### config.mk
export PLATFORM = sky130hd
export DESIGN_NAME = plid_irq_core
export DESIGN_NICKNAME = d
export VERILOG_FILES = /design/src/verilog/plid_access_arb.v /design/src/verilog/plid_irq_core.v
export VERILOG_INCLUDE_DIRS = /design/src /design/src/include
export SDC_FILE = /design/constraint.sdc
export NUM_CORES = 1
export LEC_CHECK = 0
export ABC_AREA = 1
export CAP_MARGIN = 30
export CORE_MARGIN = 1
export CORE_UTILIZATION = 40
export CTS_CLUSTER_DIAMETER = 120
export DETAILED_ROUTE_END_ITERATION = 6
export DONT_BUFFER_PORTS = 1
export SYNTH_ARGS = -nofsm -noshare
export SYNTH_HDL_FRONTEND = slang
export SYNTH_SLANG_ARGS = --single-unit
### constraint.sdc
create_clock -name clk_sys -period 2.37 [get_ports clk_sys]
set_clock_uncertainty 0.2 [all_clocks]
set_input_delay 0.237 -clock clk_sys [delete_from_list [all_inputs] [get_ports clk_sys]]
set_output_delay 0.237 -clock clk_sys [all_outputs]
set_load 0.02 [all_outputs]
### src/include/plid_regs.vh
// register map and field positions of the interrupt, mailbox and doorbell block
`ifndef PLID_REGS_VH
`define PLID_REGS_VH
// register word indices (byte address = 4 * index)
`define PLID_IDX_ICS      4'h0
`define PLID_IDX_ABT      4'h1
`define PLID_IDX_P2L      4'h2
`define PLID_IDX_L2P      4'h3
`define PLID_IDX_MBX0     4'h8
// control/status field positions
`define PLID_B_TEA_EN     0
`define PLID_B_SERR_MSK   1
`define PLID_B_MBX_EN     3
`define PLID_B_LPAR_MSK   6
`define PLID_B_LPAR_STS   7
`define PLID_B_PCI_EN     8
`define PLID_B_L2P_EN     9
`define PLID_B_ABT_EN     10
`define PLID_B_LIN_EN     11
`define PLID_B_RETRY_MSK  12
`define PLID_B_L2P_STS    13
`define PLID_B_LIN_STS    15
`define PLID_B_LOUT_EN    16
`define PLID_B_P2L_EN     17
`define PLID_B_P2L_STS    20
`define PLID_B_MA_STS     13
`define PLID_B_TA_STS     12
`define PLID_RETRY_LIMIT  9'h100
`define PLID_CTRL_WMASK   32'h0003_1FFB
`define PLID_RST_CTRL     32'h0000_0000
`endif

### src/verilog/plid_access_arb.v
// arbiter that keeps pci and local register accesses from racing
`default_nettype none
module plid_access_arb (
  input  wire clk_sys,
  input  wire arst_n,
  input  wire pci_req,
  input  wire loc_req,
  output wire pci_go,
  output wire pci_retry,
  output wire loc_go,
  output wire loc_hold
);
  reg owner_pci_reg;
  reg owner_loc_reg;
  reg owner_pci_next;
  reg owner_loc_next;

  always @* begin
    owner_pci_next = owner_pci_reg & pci_req;
    owner_loc_next = owner_loc_reg & loc_req;
    if (!owner_pci_next && !owner_loc_next) begin
      // pci wins a tie; local simply waits one access
      if (pci_req) begin
        owner_pci_next = 1'b1;
      end else if (loc_req) begin
        owner_loc_next = 1'b1;
      end
    end
  end

  always @(posedge clk_sys or negedge arst_n) begin
    if (!arst_n) begin
      owner_pci_reg <= 1'b0;
      owner_loc_reg <= 1'b0;
    end else begin
      owner_pci_reg <= owner_pci_next;
      owner_loc_reg <= owner_loc_next;
    end
  end

  assign pci_go    = pci_req & owner_pci_next;
  assign pci_retry = pci_req & ~owner_pci_next;
  assign loc_go    = loc_req & owner_loc_next;
  assign loc_hold  = loc_req & ~owner_loc_next;
endmodule
`default_nettype wire

### src/verilog/plid_irq_core.v
// interrupt, abort capture, mailbox and doorbell logic of the bridge
`include "plid_regs.vh"
`default_nettype none
// Function
// - strap low makes pci interrupt pin an input; high drives it out.
// - pci interrupt is a level, dropping when enable or cause clears.
// - pci sources: doorbell, local input, aborts, dma, outbound post, 256 retries.
// - enabled local input asserts pci interrupt while held.
// - status bit 15 always mirrors the local interrupt input.
// - master enable bit 8 low holds pci interrupt off.
// - local output is a level from doorbell, mailbox, bist, dma, queue, pci, power.
// - split-ack mode adds abort, parity, overflow, serr; maskable except aborts.
// - bit 16 gates local output; it holds while enabled status stays set.
// - split-ack mode error ack always on; only retry cause maskable.
// - master/target abort sets word 4 bit 15/14; interrupts if bits 10 and 8 set.
// - abort latches master id in 26:24 and pci address capture.
// - eight 32-bit mailboxes readable and writable by both sides.
// - pci mailbox 0-3 write with bits 3 and 16 asserts local output.
// - pci mailbox 0-3 write sets status 31:28 when bit 3 set.
// - mailbox interrupt clears only after local reads every written mailbox.
// - local-to-pci bell: local one sets, pci one clears, zero nothing.
// - pci-to-local bell: pci one sets, local one clears, zero nothing.
// - any local-to-pci bell with bits 9,8 holds pci interrupt; bit 13 pending.
// - any pci-to-local bell with bits 17,16 holds local output; bit 20 pending.
// - pci access to registers withholds the local ready acknowledge.
// - local access to registers makes competing pci accesses retry.
module plid_irq_core #(
  parameter NUM_MBX   = 8,
  parameter RETRY_W   = 9
) (
  input  wire        clk_sys,
  input  wire        arst_n,
  input  wire        host_mode_strap_n,
  input  wire        pci_irq_in_n,
  output wire        pci_irq_out_n,
  output wire        pci_irq_oe_n,
  input  wire        local_irq_in_n,
  output reg         local_irq_out_n,
  input  wire        split_ack_mode,
  input  wire        pci_req,
  input  wire        pci_wr,
  input  wire [3:0]  pci_idx,
  input  wire [31:0] pci_wdata,
  output reg  [31:0] pci_rdata,
  output wire        pci_ack,
  output wire        pci_retry,
  input  wire        loc_req,
  input  wire        loc_wr,
  input  wire [3:0]  loc_idx,
  input  wire [31:0] loc_wdata,
  output reg  [31:0] loc_rdata,
  output wire        transfer_ack_n,
  output wire        transfer_error_ack_n,
  input  wire        master_abort_evt,
  input  wire        target_abort_evt,
  input  wire [2:0]  abort_master_id,
  input  wire [31:0] pci_cur_addr,
  input  wire        pci_retry_evt,
  input  wire        pci_xfer_ok,
  input  wire        dma_pci_irq,
  input  wire        dma_loc_irq,
  input  wire        outbound_post_ne,
  input  wire        inbound_post_ne,
  input  wire        bist_irq,
  input  wire        pm_change_irq,
  input  wire        det_parity_err,
  input  wire        local_parity_err,
  input  wire        outbound_free_ovf,
  input  wire        pci_serr_in
);
  reg  [31:0] ctrl_reg;
  reg  [31:0] abort_address_capture_reg;
  reg  [31:0] pci_to_local_bell_reg;
  reg  [31:0] local_to_pci_bell_reg;
  reg  [3:0]  mbx_pend_reg;
  reg         master_abort_reg;
  reg         target_abort_reg;
  reg  [2:0]  abort_id_reg;
  reg  [RETRY_W-1:0] retry_cnt_reg;
  reg         retry_abort_reg;
  reg         lpar_sts_reg;
  reg  [31:0] mbx_reg [0:NUM_MBX-1];
  wire        pci_go;
  wire        loc_go;
  wire        loc_hold;
  wire        pci_wr_go;
  wire        loc_wr_go;
  wire        loc_rd_go;
  wire        any_abort;
  wire        pci_cause;
  wire        loc_cause;
  wire        split_cause;
  wire        pci_irq_level;
  wire        mbx_wen_pci;
  wire        mbx_ren_loc;
  wire [31:0] status_word;
  wire        host_mode;
  reg         pci_ack_reg;

  plid_access_arb u_arb (
    .clk_sys   (clk_sys),
    .arst_n    (arst_n),
    .pci_req   (pci_req),
    .loc_req   (loc_req),
    .pci_go    (pci_go),
    .pci_retry (pci_retry),
    .loc_go    (loc_go),
    .loc_hold  (loc_hold)
  );

  assign pci_wr_go = pci_go & pci_wr;
  assign loc_wr_go = loc_go & loc_wr;
  assign loc_rd_go = loc_go & ~loc_wr;
  assign host_mode = host_mode_strap_n;
  assign any_abort = master_abort_reg | target_abort_reg;
  // mailboxes 0-3 sit at indices 8-11; only those raise or drop a pending flag
  assign mbx_wen_pci = pci_wr_go & pci_idx[3] & ~pci_idx[2];
  assign mbx_ren_loc = loc_rd_go & loc_idx[3] & ~loc_idx[2];

  // shared mailboxes, pci write wins a same-cycle clash
  genvar gi;
  generate
    for (gi = 0; gi < NUM_MBX; gi = gi + 1) begin : g_mbx
      localparam integer MIDX_I = `PLID_IDX_MBX0 + gi;
      localparam [3:0]   MIDX   = MIDX_I[3:0];
      always @(posedge clk_sys or negedge arst_n) begin
        if (!arst_n) begin
          mbx_reg[gi] <= 32'h0000_0000;
        end else if (pci_wr_go && pci_idx == MIDX) begin
          mbx_reg[gi] <= pci_wdata;
        end else if (loc_wr_go && loc_idx == MIDX) begin
          mbx_reg[gi] <= loc_wdata;
        end
      end
    end
    for (gi = 0; gi < 4; gi = gi + 1) begin : g_mpend
      localparam integer PIDX_I = `PLID_IDX_MBX0 + gi;
      localparam [3:0]   PIDX   = PIDX_I[3:0];
      always @(posedge clk_sys or negedge arst_n) begin
        if (!arst_n) begin
          mbx_pend_reg[gi] <= 1'b0;
        end else if (mbx_wen_pci && pci_idx == PIDX && ctrl_reg[`PLID_B_MBX_EN]) begin
          mbx_pend_reg[gi] <= 1'b1;
        end else if (mbx_ren_loc && loc_idx == PIDX) begin
          mbx_pend_reg[gi] <= 1'b0;
        end
      end
    end
  endgenerate

  always @(posedge clk_sys or negedge arst_n) begin
    if (!arst_n) begin
      ctrl_reg                  <= `PLID_RST_CTRL;
      abort_address_capture_reg <= 32'h0000_0000;
      pci_to_local_bell_reg     <= 32'h0000_0000;
      local_to_pci_bell_reg     <= 32'h0000_0000;
      master_abort_reg          <= 1'b0;
      target_abort_reg          <= 1'b0;
      abort_id_reg              <= 3'h0;
      retry_cnt_reg             <= {RETRY_W{1'b0}};
      retry_abort_reg           <= 1'b0;
      lpar_sts_reg              <= 1'b0;
    end else begin
      // control bits: pci write wins over a local write in the same cycle
      if (pci_wr_go && pci_idx == `PLID_IDX_ICS) begin
        ctrl_reg <= pci_wdata & `PLID_CTRL_WMASK;
      end else if (loc_wr_go && loc_idx == `PLID_IDX_ICS) begin
        ctrl_reg <= loc_wdata & `PLID_CTRL_WMASK;
      end
      // local sets, pci clears; set wins
      local_to_pci_bell_reg <= (local_to_pci_bell_reg
        & ~((pci_wr_go && pci_idx == `PLID_IDX_L2P) ? pci_wdata : 32'h0000_0000))
        | ((loc_wr_go && loc_idx == `PLID_IDX_L2P) ? loc_wdata : 32'h0000_0000);
      // pci sets, local clears; set wins
      pci_to_local_bell_reg <= (pci_to_local_bell_reg
        & ~((loc_wr_go && loc_idx == `PLID_IDX_P2L) ? loc_wdata : 32'h0000_0000))
        | ((pci_wr_go && pci_idx == `PLID_IDX_P2L) ? pci_wdata : 32'h0000_0000);
      // abort status; clears by writing one, set wins
      master_abort_reg <= master_abort_evt | (master_abort_reg & ~(
        (pci_wr_go && pci_idx == `PLID_IDX_ICS && pci_wdata[`PLID_B_MA_STS + 16]) ||
        (loc_wr_go && loc_idx == `PLID_IDX_ICS && loc_wdata[`PLID_B_MA_STS + 16])));
      target_abort_reg <= target_abort_evt | (retry_cnt_reg == (`PLID_RETRY_LIMIT - 9'h001) && pci_retry_evt
        && ctrl_reg[`PLID_B_RETRY_MSK]) | (target_abort_reg & ~(
        (pci_wr_go && pci_idx == `PLID_IDX_ICS && pci_wdata[`PLID_B_TA_STS + 16]) ||
        (loc_wr_go && loc_idx == `PLID_IDX_ICS && loc_wdata[`PLID_B_TA_STS + 16])));
      // capture master id and address on abort
      if (master_abort_evt || target_abort_evt) begin
        abort_id_reg              <= abort_master_id;
        abort_address_capture_reg <= pci_cur_addr;
      end
      // consecutive retry counter, 256 in a row raises the retry cause
      if (pci_xfer_ok) begin
        retry_cnt_reg <= {RETRY_W{1'b0}};
      end else if (pci_retry_evt && retry_cnt_reg != `PLID_RETRY_LIMIT) begin
        retry_cnt_reg <= retry_cnt_reg + 1'b1;
      end
      retry_abort_reg <= (retry_cnt_reg == (`PLID_RETRY_LIMIT - 9'h001) && pci_retry_evt)
        | (retry_abort_reg & ~pci_xfer_ok);
      lpar_sts_reg <= local_parity_err | (lpar_sts_reg & ~(loc_wr_go && loc_idx == `PLID_IDX_ICS
        && loc_wdata[`PLID_B_LPAR_STS]));
    end
  end

  // status view; bits 31:28 show mailbox pending flags
  assign status_word = {mbx_pend_reg, 1'b0, abort_id_reg, 3'h0,
                        (|pci_to_local_bell_reg), 2'h0, ctrl_reg[17:16],
                        ~local_irq_in_n, 1'b0, (|local_to_pci_bell_reg & ctrl_reg[`PLID_B_L2P_EN]),
                        ctrl_reg[12:8], lpar_sts_reg, ctrl_reg[6:0]};

  always @(posedge clk_sys or negedge arst_n) begin
    if (!arst_n) begin
      pci_rdata   <= 32'h0000_0000;
      loc_rdata   <= 32'h0000_0000;
      pci_ack_reg <= 1'b0;
    end else begin
      pci_ack_reg <= pci_go;
      case (pci_idx)
        `PLID_IDX_ICS: pci_rdata <= status_word;
        `PLID_IDX_ABT: pci_rdata <= abort_address_capture_reg;
        `PLID_IDX_P2L: pci_rdata <= pci_to_local_bell_reg;
        `PLID_IDX_L2P: pci_rdata <= local_to_pci_bell_reg;
        4'h4:          pci_rdata <= {16'h0000, master_abort_reg, target_abort_reg, 14'h0000};
        default:       pci_rdata <= pci_idx[3] ? mbx_reg[pci_idx[2:0]] : 32'h0000_0000;
      endcase
      case (loc_idx)
        `PLID_IDX_ICS: loc_rdata <= status_word;
        `PLID_IDX_ABT: loc_rdata <= abort_address_capture_reg;
        `PLID_IDX_P2L: loc_rdata <= pci_to_local_bell_reg;
        `PLID_IDX_L2P: loc_rdata <= local_to_pci_bell_reg;
        4'h4:          loc_rdata <= {16'h0000, master_abort_reg, target_abort_reg, 14'h0000};
        default:       loc_rdata <= loc_idx[3] ? mbx_reg[loc_idx[2:0]] : 32'h0000_0000;
      endcase
    end
  end

  assign pci_ack = pci_ack_reg;
  // ready withheld while pci owns the registers
  assign transfer_ack_n = ~loc_go | loc_hold;

  assign pci_cause = (ctrl_reg[`PLID_B_L2P_EN] & (|local_to_pci_bell_reg))   // doorbell
                   | (ctrl_reg[`PLID_B_LIN_EN] & ~local_irq_in_n)            // local input
                   | (ctrl_reg[`PLID_B_ABT_EN] & any_abort)                  // aborts
                   | dma_pci_irq | outbound_post_ne | retry_abort_reg;
  assign pci_irq_level = ctrl_reg[`PLID_B_PCI_EN] & pci_cause;
  // drive only in host mode (strap high), open-drain style
  assign pci_irq_out_n = 1'b0;
  assign pci_irq_oe_n  = ~(host_mode & pci_irq_level);

  assign split_cause = split_ack_mode & (any_abort
                     | (det_parity_err & ctrl_reg[`PLID_B_RETRY_MSK])
                     | (lpar_sts_reg & ctrl_reg[`PLID_B_LPAR_MSK])
                     | (outbound_free_ovf & ctrl_reg[`PLID_B_TEA_EN])
                     | (pci_serr_in & ~host_mode & ctrl_reg[`PLID_B_SERR_MSK]));
  assign loc_cause = (ctrl_reg[`PLID_B_P2L_EN] & (|pci_to_local_bell_reg))
                   | (ctrl_reg[`PLID_B_MBX_EN] & (|mbx_pend_reg))
                   | bist_irq | dma_loc_irq | inbound_post_ne | pm_change_irq
                   | (~host_mode & ~pci_irq_in_n) | split_cause;

  always @(posedge clk_sys or negedge arst_n) begin
    if (!arst_n) begin
      local_irq_out_n <= 1'b1;
    end else begin
      // bit 16 gates the whole output
      local_irq_out_n <= ~(ctrl_reg[`PLID_B_LOUT_EN] & loc_cause);
    end
  end

  // error ack always on in split mode; only retry cause maskable
  assign transfer_error_ack_n = ~(split_ack_mode & loc_go & (master_abort_reg
                              | (target_abort_reg & ~(retry_abort_reg & ~ctrl_reg[`PLID_B_RETRY_MSK]))));
endmodule
`default_nettype wire

==> out/results.ini <==
[global_routing]
grt_pass1_wl_um = 166000
grt_max_degree = 454
globalRouteOverflowTotal = 0
antenna_found_initial = 22
first_global_vias = 24424
grtUsageTotal_pct = 33.5

[hold_path]
hold_class = input port to asynchronous set/reset pin

[synth]
synth_area_leaders = dfrtp_1 44%, nand3_1 20%, nand2_1 8.6%
yosysMostFrequentCell = nand3_1
postSynthCellCount = 3461
yosys_register_bits = 453
ys_top_cells_by_count = 1,013 x nand3_1, 586 x nand2_1, 452 x dfrtp_1, 234 x inv_1, 228 x a22oi_1
synth.avg_cell_area_um2 = 7.43
async_flop_share_pct = 100
synth.net_count = 3595
synth_top_flop_cell = dfrtp_1
ys_types = 37
netlist_area_um2 = 25700
netlist.top_cell.by_area = dfrtp_1
synth_edf_count = 0
seq_area_frac_synth_pct = 44.1
yosysWarnings = 0
synth_top_area_share_pct = 44.0

[cells_and_area]
layout.nets = 3616
final-seq-area_um2 = 11300
utilization_pct = 47.8
multi_input_area_um2 = 12200
fin_area_um2 = 30200
drive_gt1_share_pct = 8.32
n_fill_cell = 6299
area_delta_synth_final_pct = 17.7
largest_reg_flops = 256

[timing]
setup-tns-final_ns = 0
finalCritPeriodShare_pct = 98.9
rsz0062_at_grt = false
finalMaxSlewViolations = 305
relSlewSlack_pct = -50.2
finalHoldViolations = 452
fmax_ghz = 0.427
setup_violations = 0
whs_ns = -0.888
tightest_slew_ns = 2.25
period_minus_slack_ns = 2.34

[floorplan]
start_util_pct = 40.6
die_y_um = 256
placementRows = 92
core_um2 = 63300
die_w_um = 256
die_area_um2 = 65300
io_pins = 202

[clocking]
holdBufCountCts = 162
clk_latency_ns = 0.63
cts_tree = done
cts_buffers = 52
clk_pin_slew_ns = 0.05
cts_buffer_depth = 3
clock_tree.htree_level_count = 2
clock_sinks = 453
cts_root_buf = clkbuf_16

[detailed_routing]
wl_per_cell_um = 25.8
drc = 5
viasPerCell = 6.18
wirelength_um = 113000
firstDrtPassIters = 7
vias = 27047
drt_iter0_drc = 4357
drtAntennaViolNets = 0

[worst_setup_path]
end_kind = flop
cp.arrival_ns = 2.65
path_buf_inv = 3
critPathRequiredTime_ns = 2.67
start_kind = input port
cp_cell_sequence = dlygate4sd3_1, nor2_4, nand2_2, buf_4, nor3_1, o21bai_1, dlygate4sd3_1
slowest_delay_ns = 0.71
path_max_fanout = 11
path_delay_family = buffers and inverters
crit_type = input port to flop
crit_path_frequent_cell = dlygate4sd3_1
slowest_stage = dlygate4sd3_1

[power_and_ir_drop]
p_leak_nw = 14.0
powerDensity_nw_per_um2 = 815
irDropWorstVdd_uv = 668

[run]
maxCapViolations = 0

[placement]
placed_area_um2 = 26600
port-buffer-count = 0
place_congestion = 1.03
dp_hpwl_um = 76000

[run_status]
status = finished, violations left
violations = DRC, hold timing, slew limit

## layer usage
layer  routed length [um]  global-route usage, %  vias up
li1                     -                      -    11921
met1                46700                   48.5    13085
met2                45600                   46.5     1775
met3                16300                   11.4      246
met4                 4140                   10.8       20
met5                  131                      0        -
## where the power goes
part	internal [mW]	switching, mW	leakage, nW
logic	1.79	2.87	7.29
clock network	5.47	3.55	0.933
registers	9.35	1.62	5.76
total	16.6	8.04	14.0
## per-stage QoR
stage | power [mW] | cells | hold WS, ns | setup WS [ns]
finish | 24.7 | 4379 | -0.888 | 0.0268
global route | 25.6 | 4371 | -0.892 | 0.00433
CTS | 24.5 | 4357 | -0.881 | 0.000138
detailed placement | 15.1 | 4100 | -0.224 | 0.240
global placement | 15.0 | 4100 | -0.229 | 0.277
floorplan | 13.6 | 3461 | -0.259 | 0.482
## worst reg2reg max path: stages, from the launching register on
cell	delay, ns
dfrtp_1	0.39
ha_2	0.22
nand3_1	0.10
nor4_1	0.21
ha_1	0.28
nor2_1	0.10
nand2_1	0.06
dlygate4sd3_1	0.57
nand2_1	0.07
## final timing paths
check / from / endpoint / slack, ns / cells past startpoint
worst max-delay path: loc_idx[0] / lpar_sts_reg / 0.03 / 7
worst min-delay path: arst_n / abort_address_capture_reg[18] / -0.89 / 0
worst max register to register: retry_cnt_reg[1] / retry_cnt_reg[8] / 0.11 / 8
worst min register to register: ctrl_reg[16] / local_irq_out_n / 0.28 / 1
max in group asynchronous: arst_n / mbx_reg[197] / 1.07 / 0
min in group clk_sys: pci_idx[1] / pci_rdata[15] / 0.03 / 8
## layout make-up
cell class	count	share of cell area (%)
Multi-Input combinational cell	2432	40.3
Sequential cell	453	37.5
Timing Repair Buffer	289	9.30
Clock buffer	71	5.04
Tap cell	846	3.50
Inverter	254	3.15
Clock inverter	24	1.20
Antenna cell	10	0.0827
## cell usage in the layout (no fill, tap or decap), drive strengths merged, types with 41 or more instances in the layout
cell and n:
a21oi 41, a22oi 228, buf 127, clkbuf 71, dfrtp 452, dlygate4sd3 162, inv 252, nand2 592
nand3 1014, nor2 232, o21ai 200, o22ai 84
## what timing repair did
action | CTS | global route
gates resized for setup | 6 | 7
setup endpoints to repair | 1 | 6
endpoints found under the hold margin | 876 | 453
setup buffers | 0 | 12
pin swaps | 1 | 6
## cell families (layout without fill, tap and decap cells)
group	after synthesis	in the layout	share of synthesized area, %
flops	453	453	44.1
compound gates	561	561	13.7
other cells	1	11	0.0146
fa+ha+maj	3	3	0.146
simple gates	1856	1856	32.7
buf+inv	576	638	8.95
mux	8	8	0.350
xor+xnor	3	3	0.102
Power figures use the tool's default switching activity.
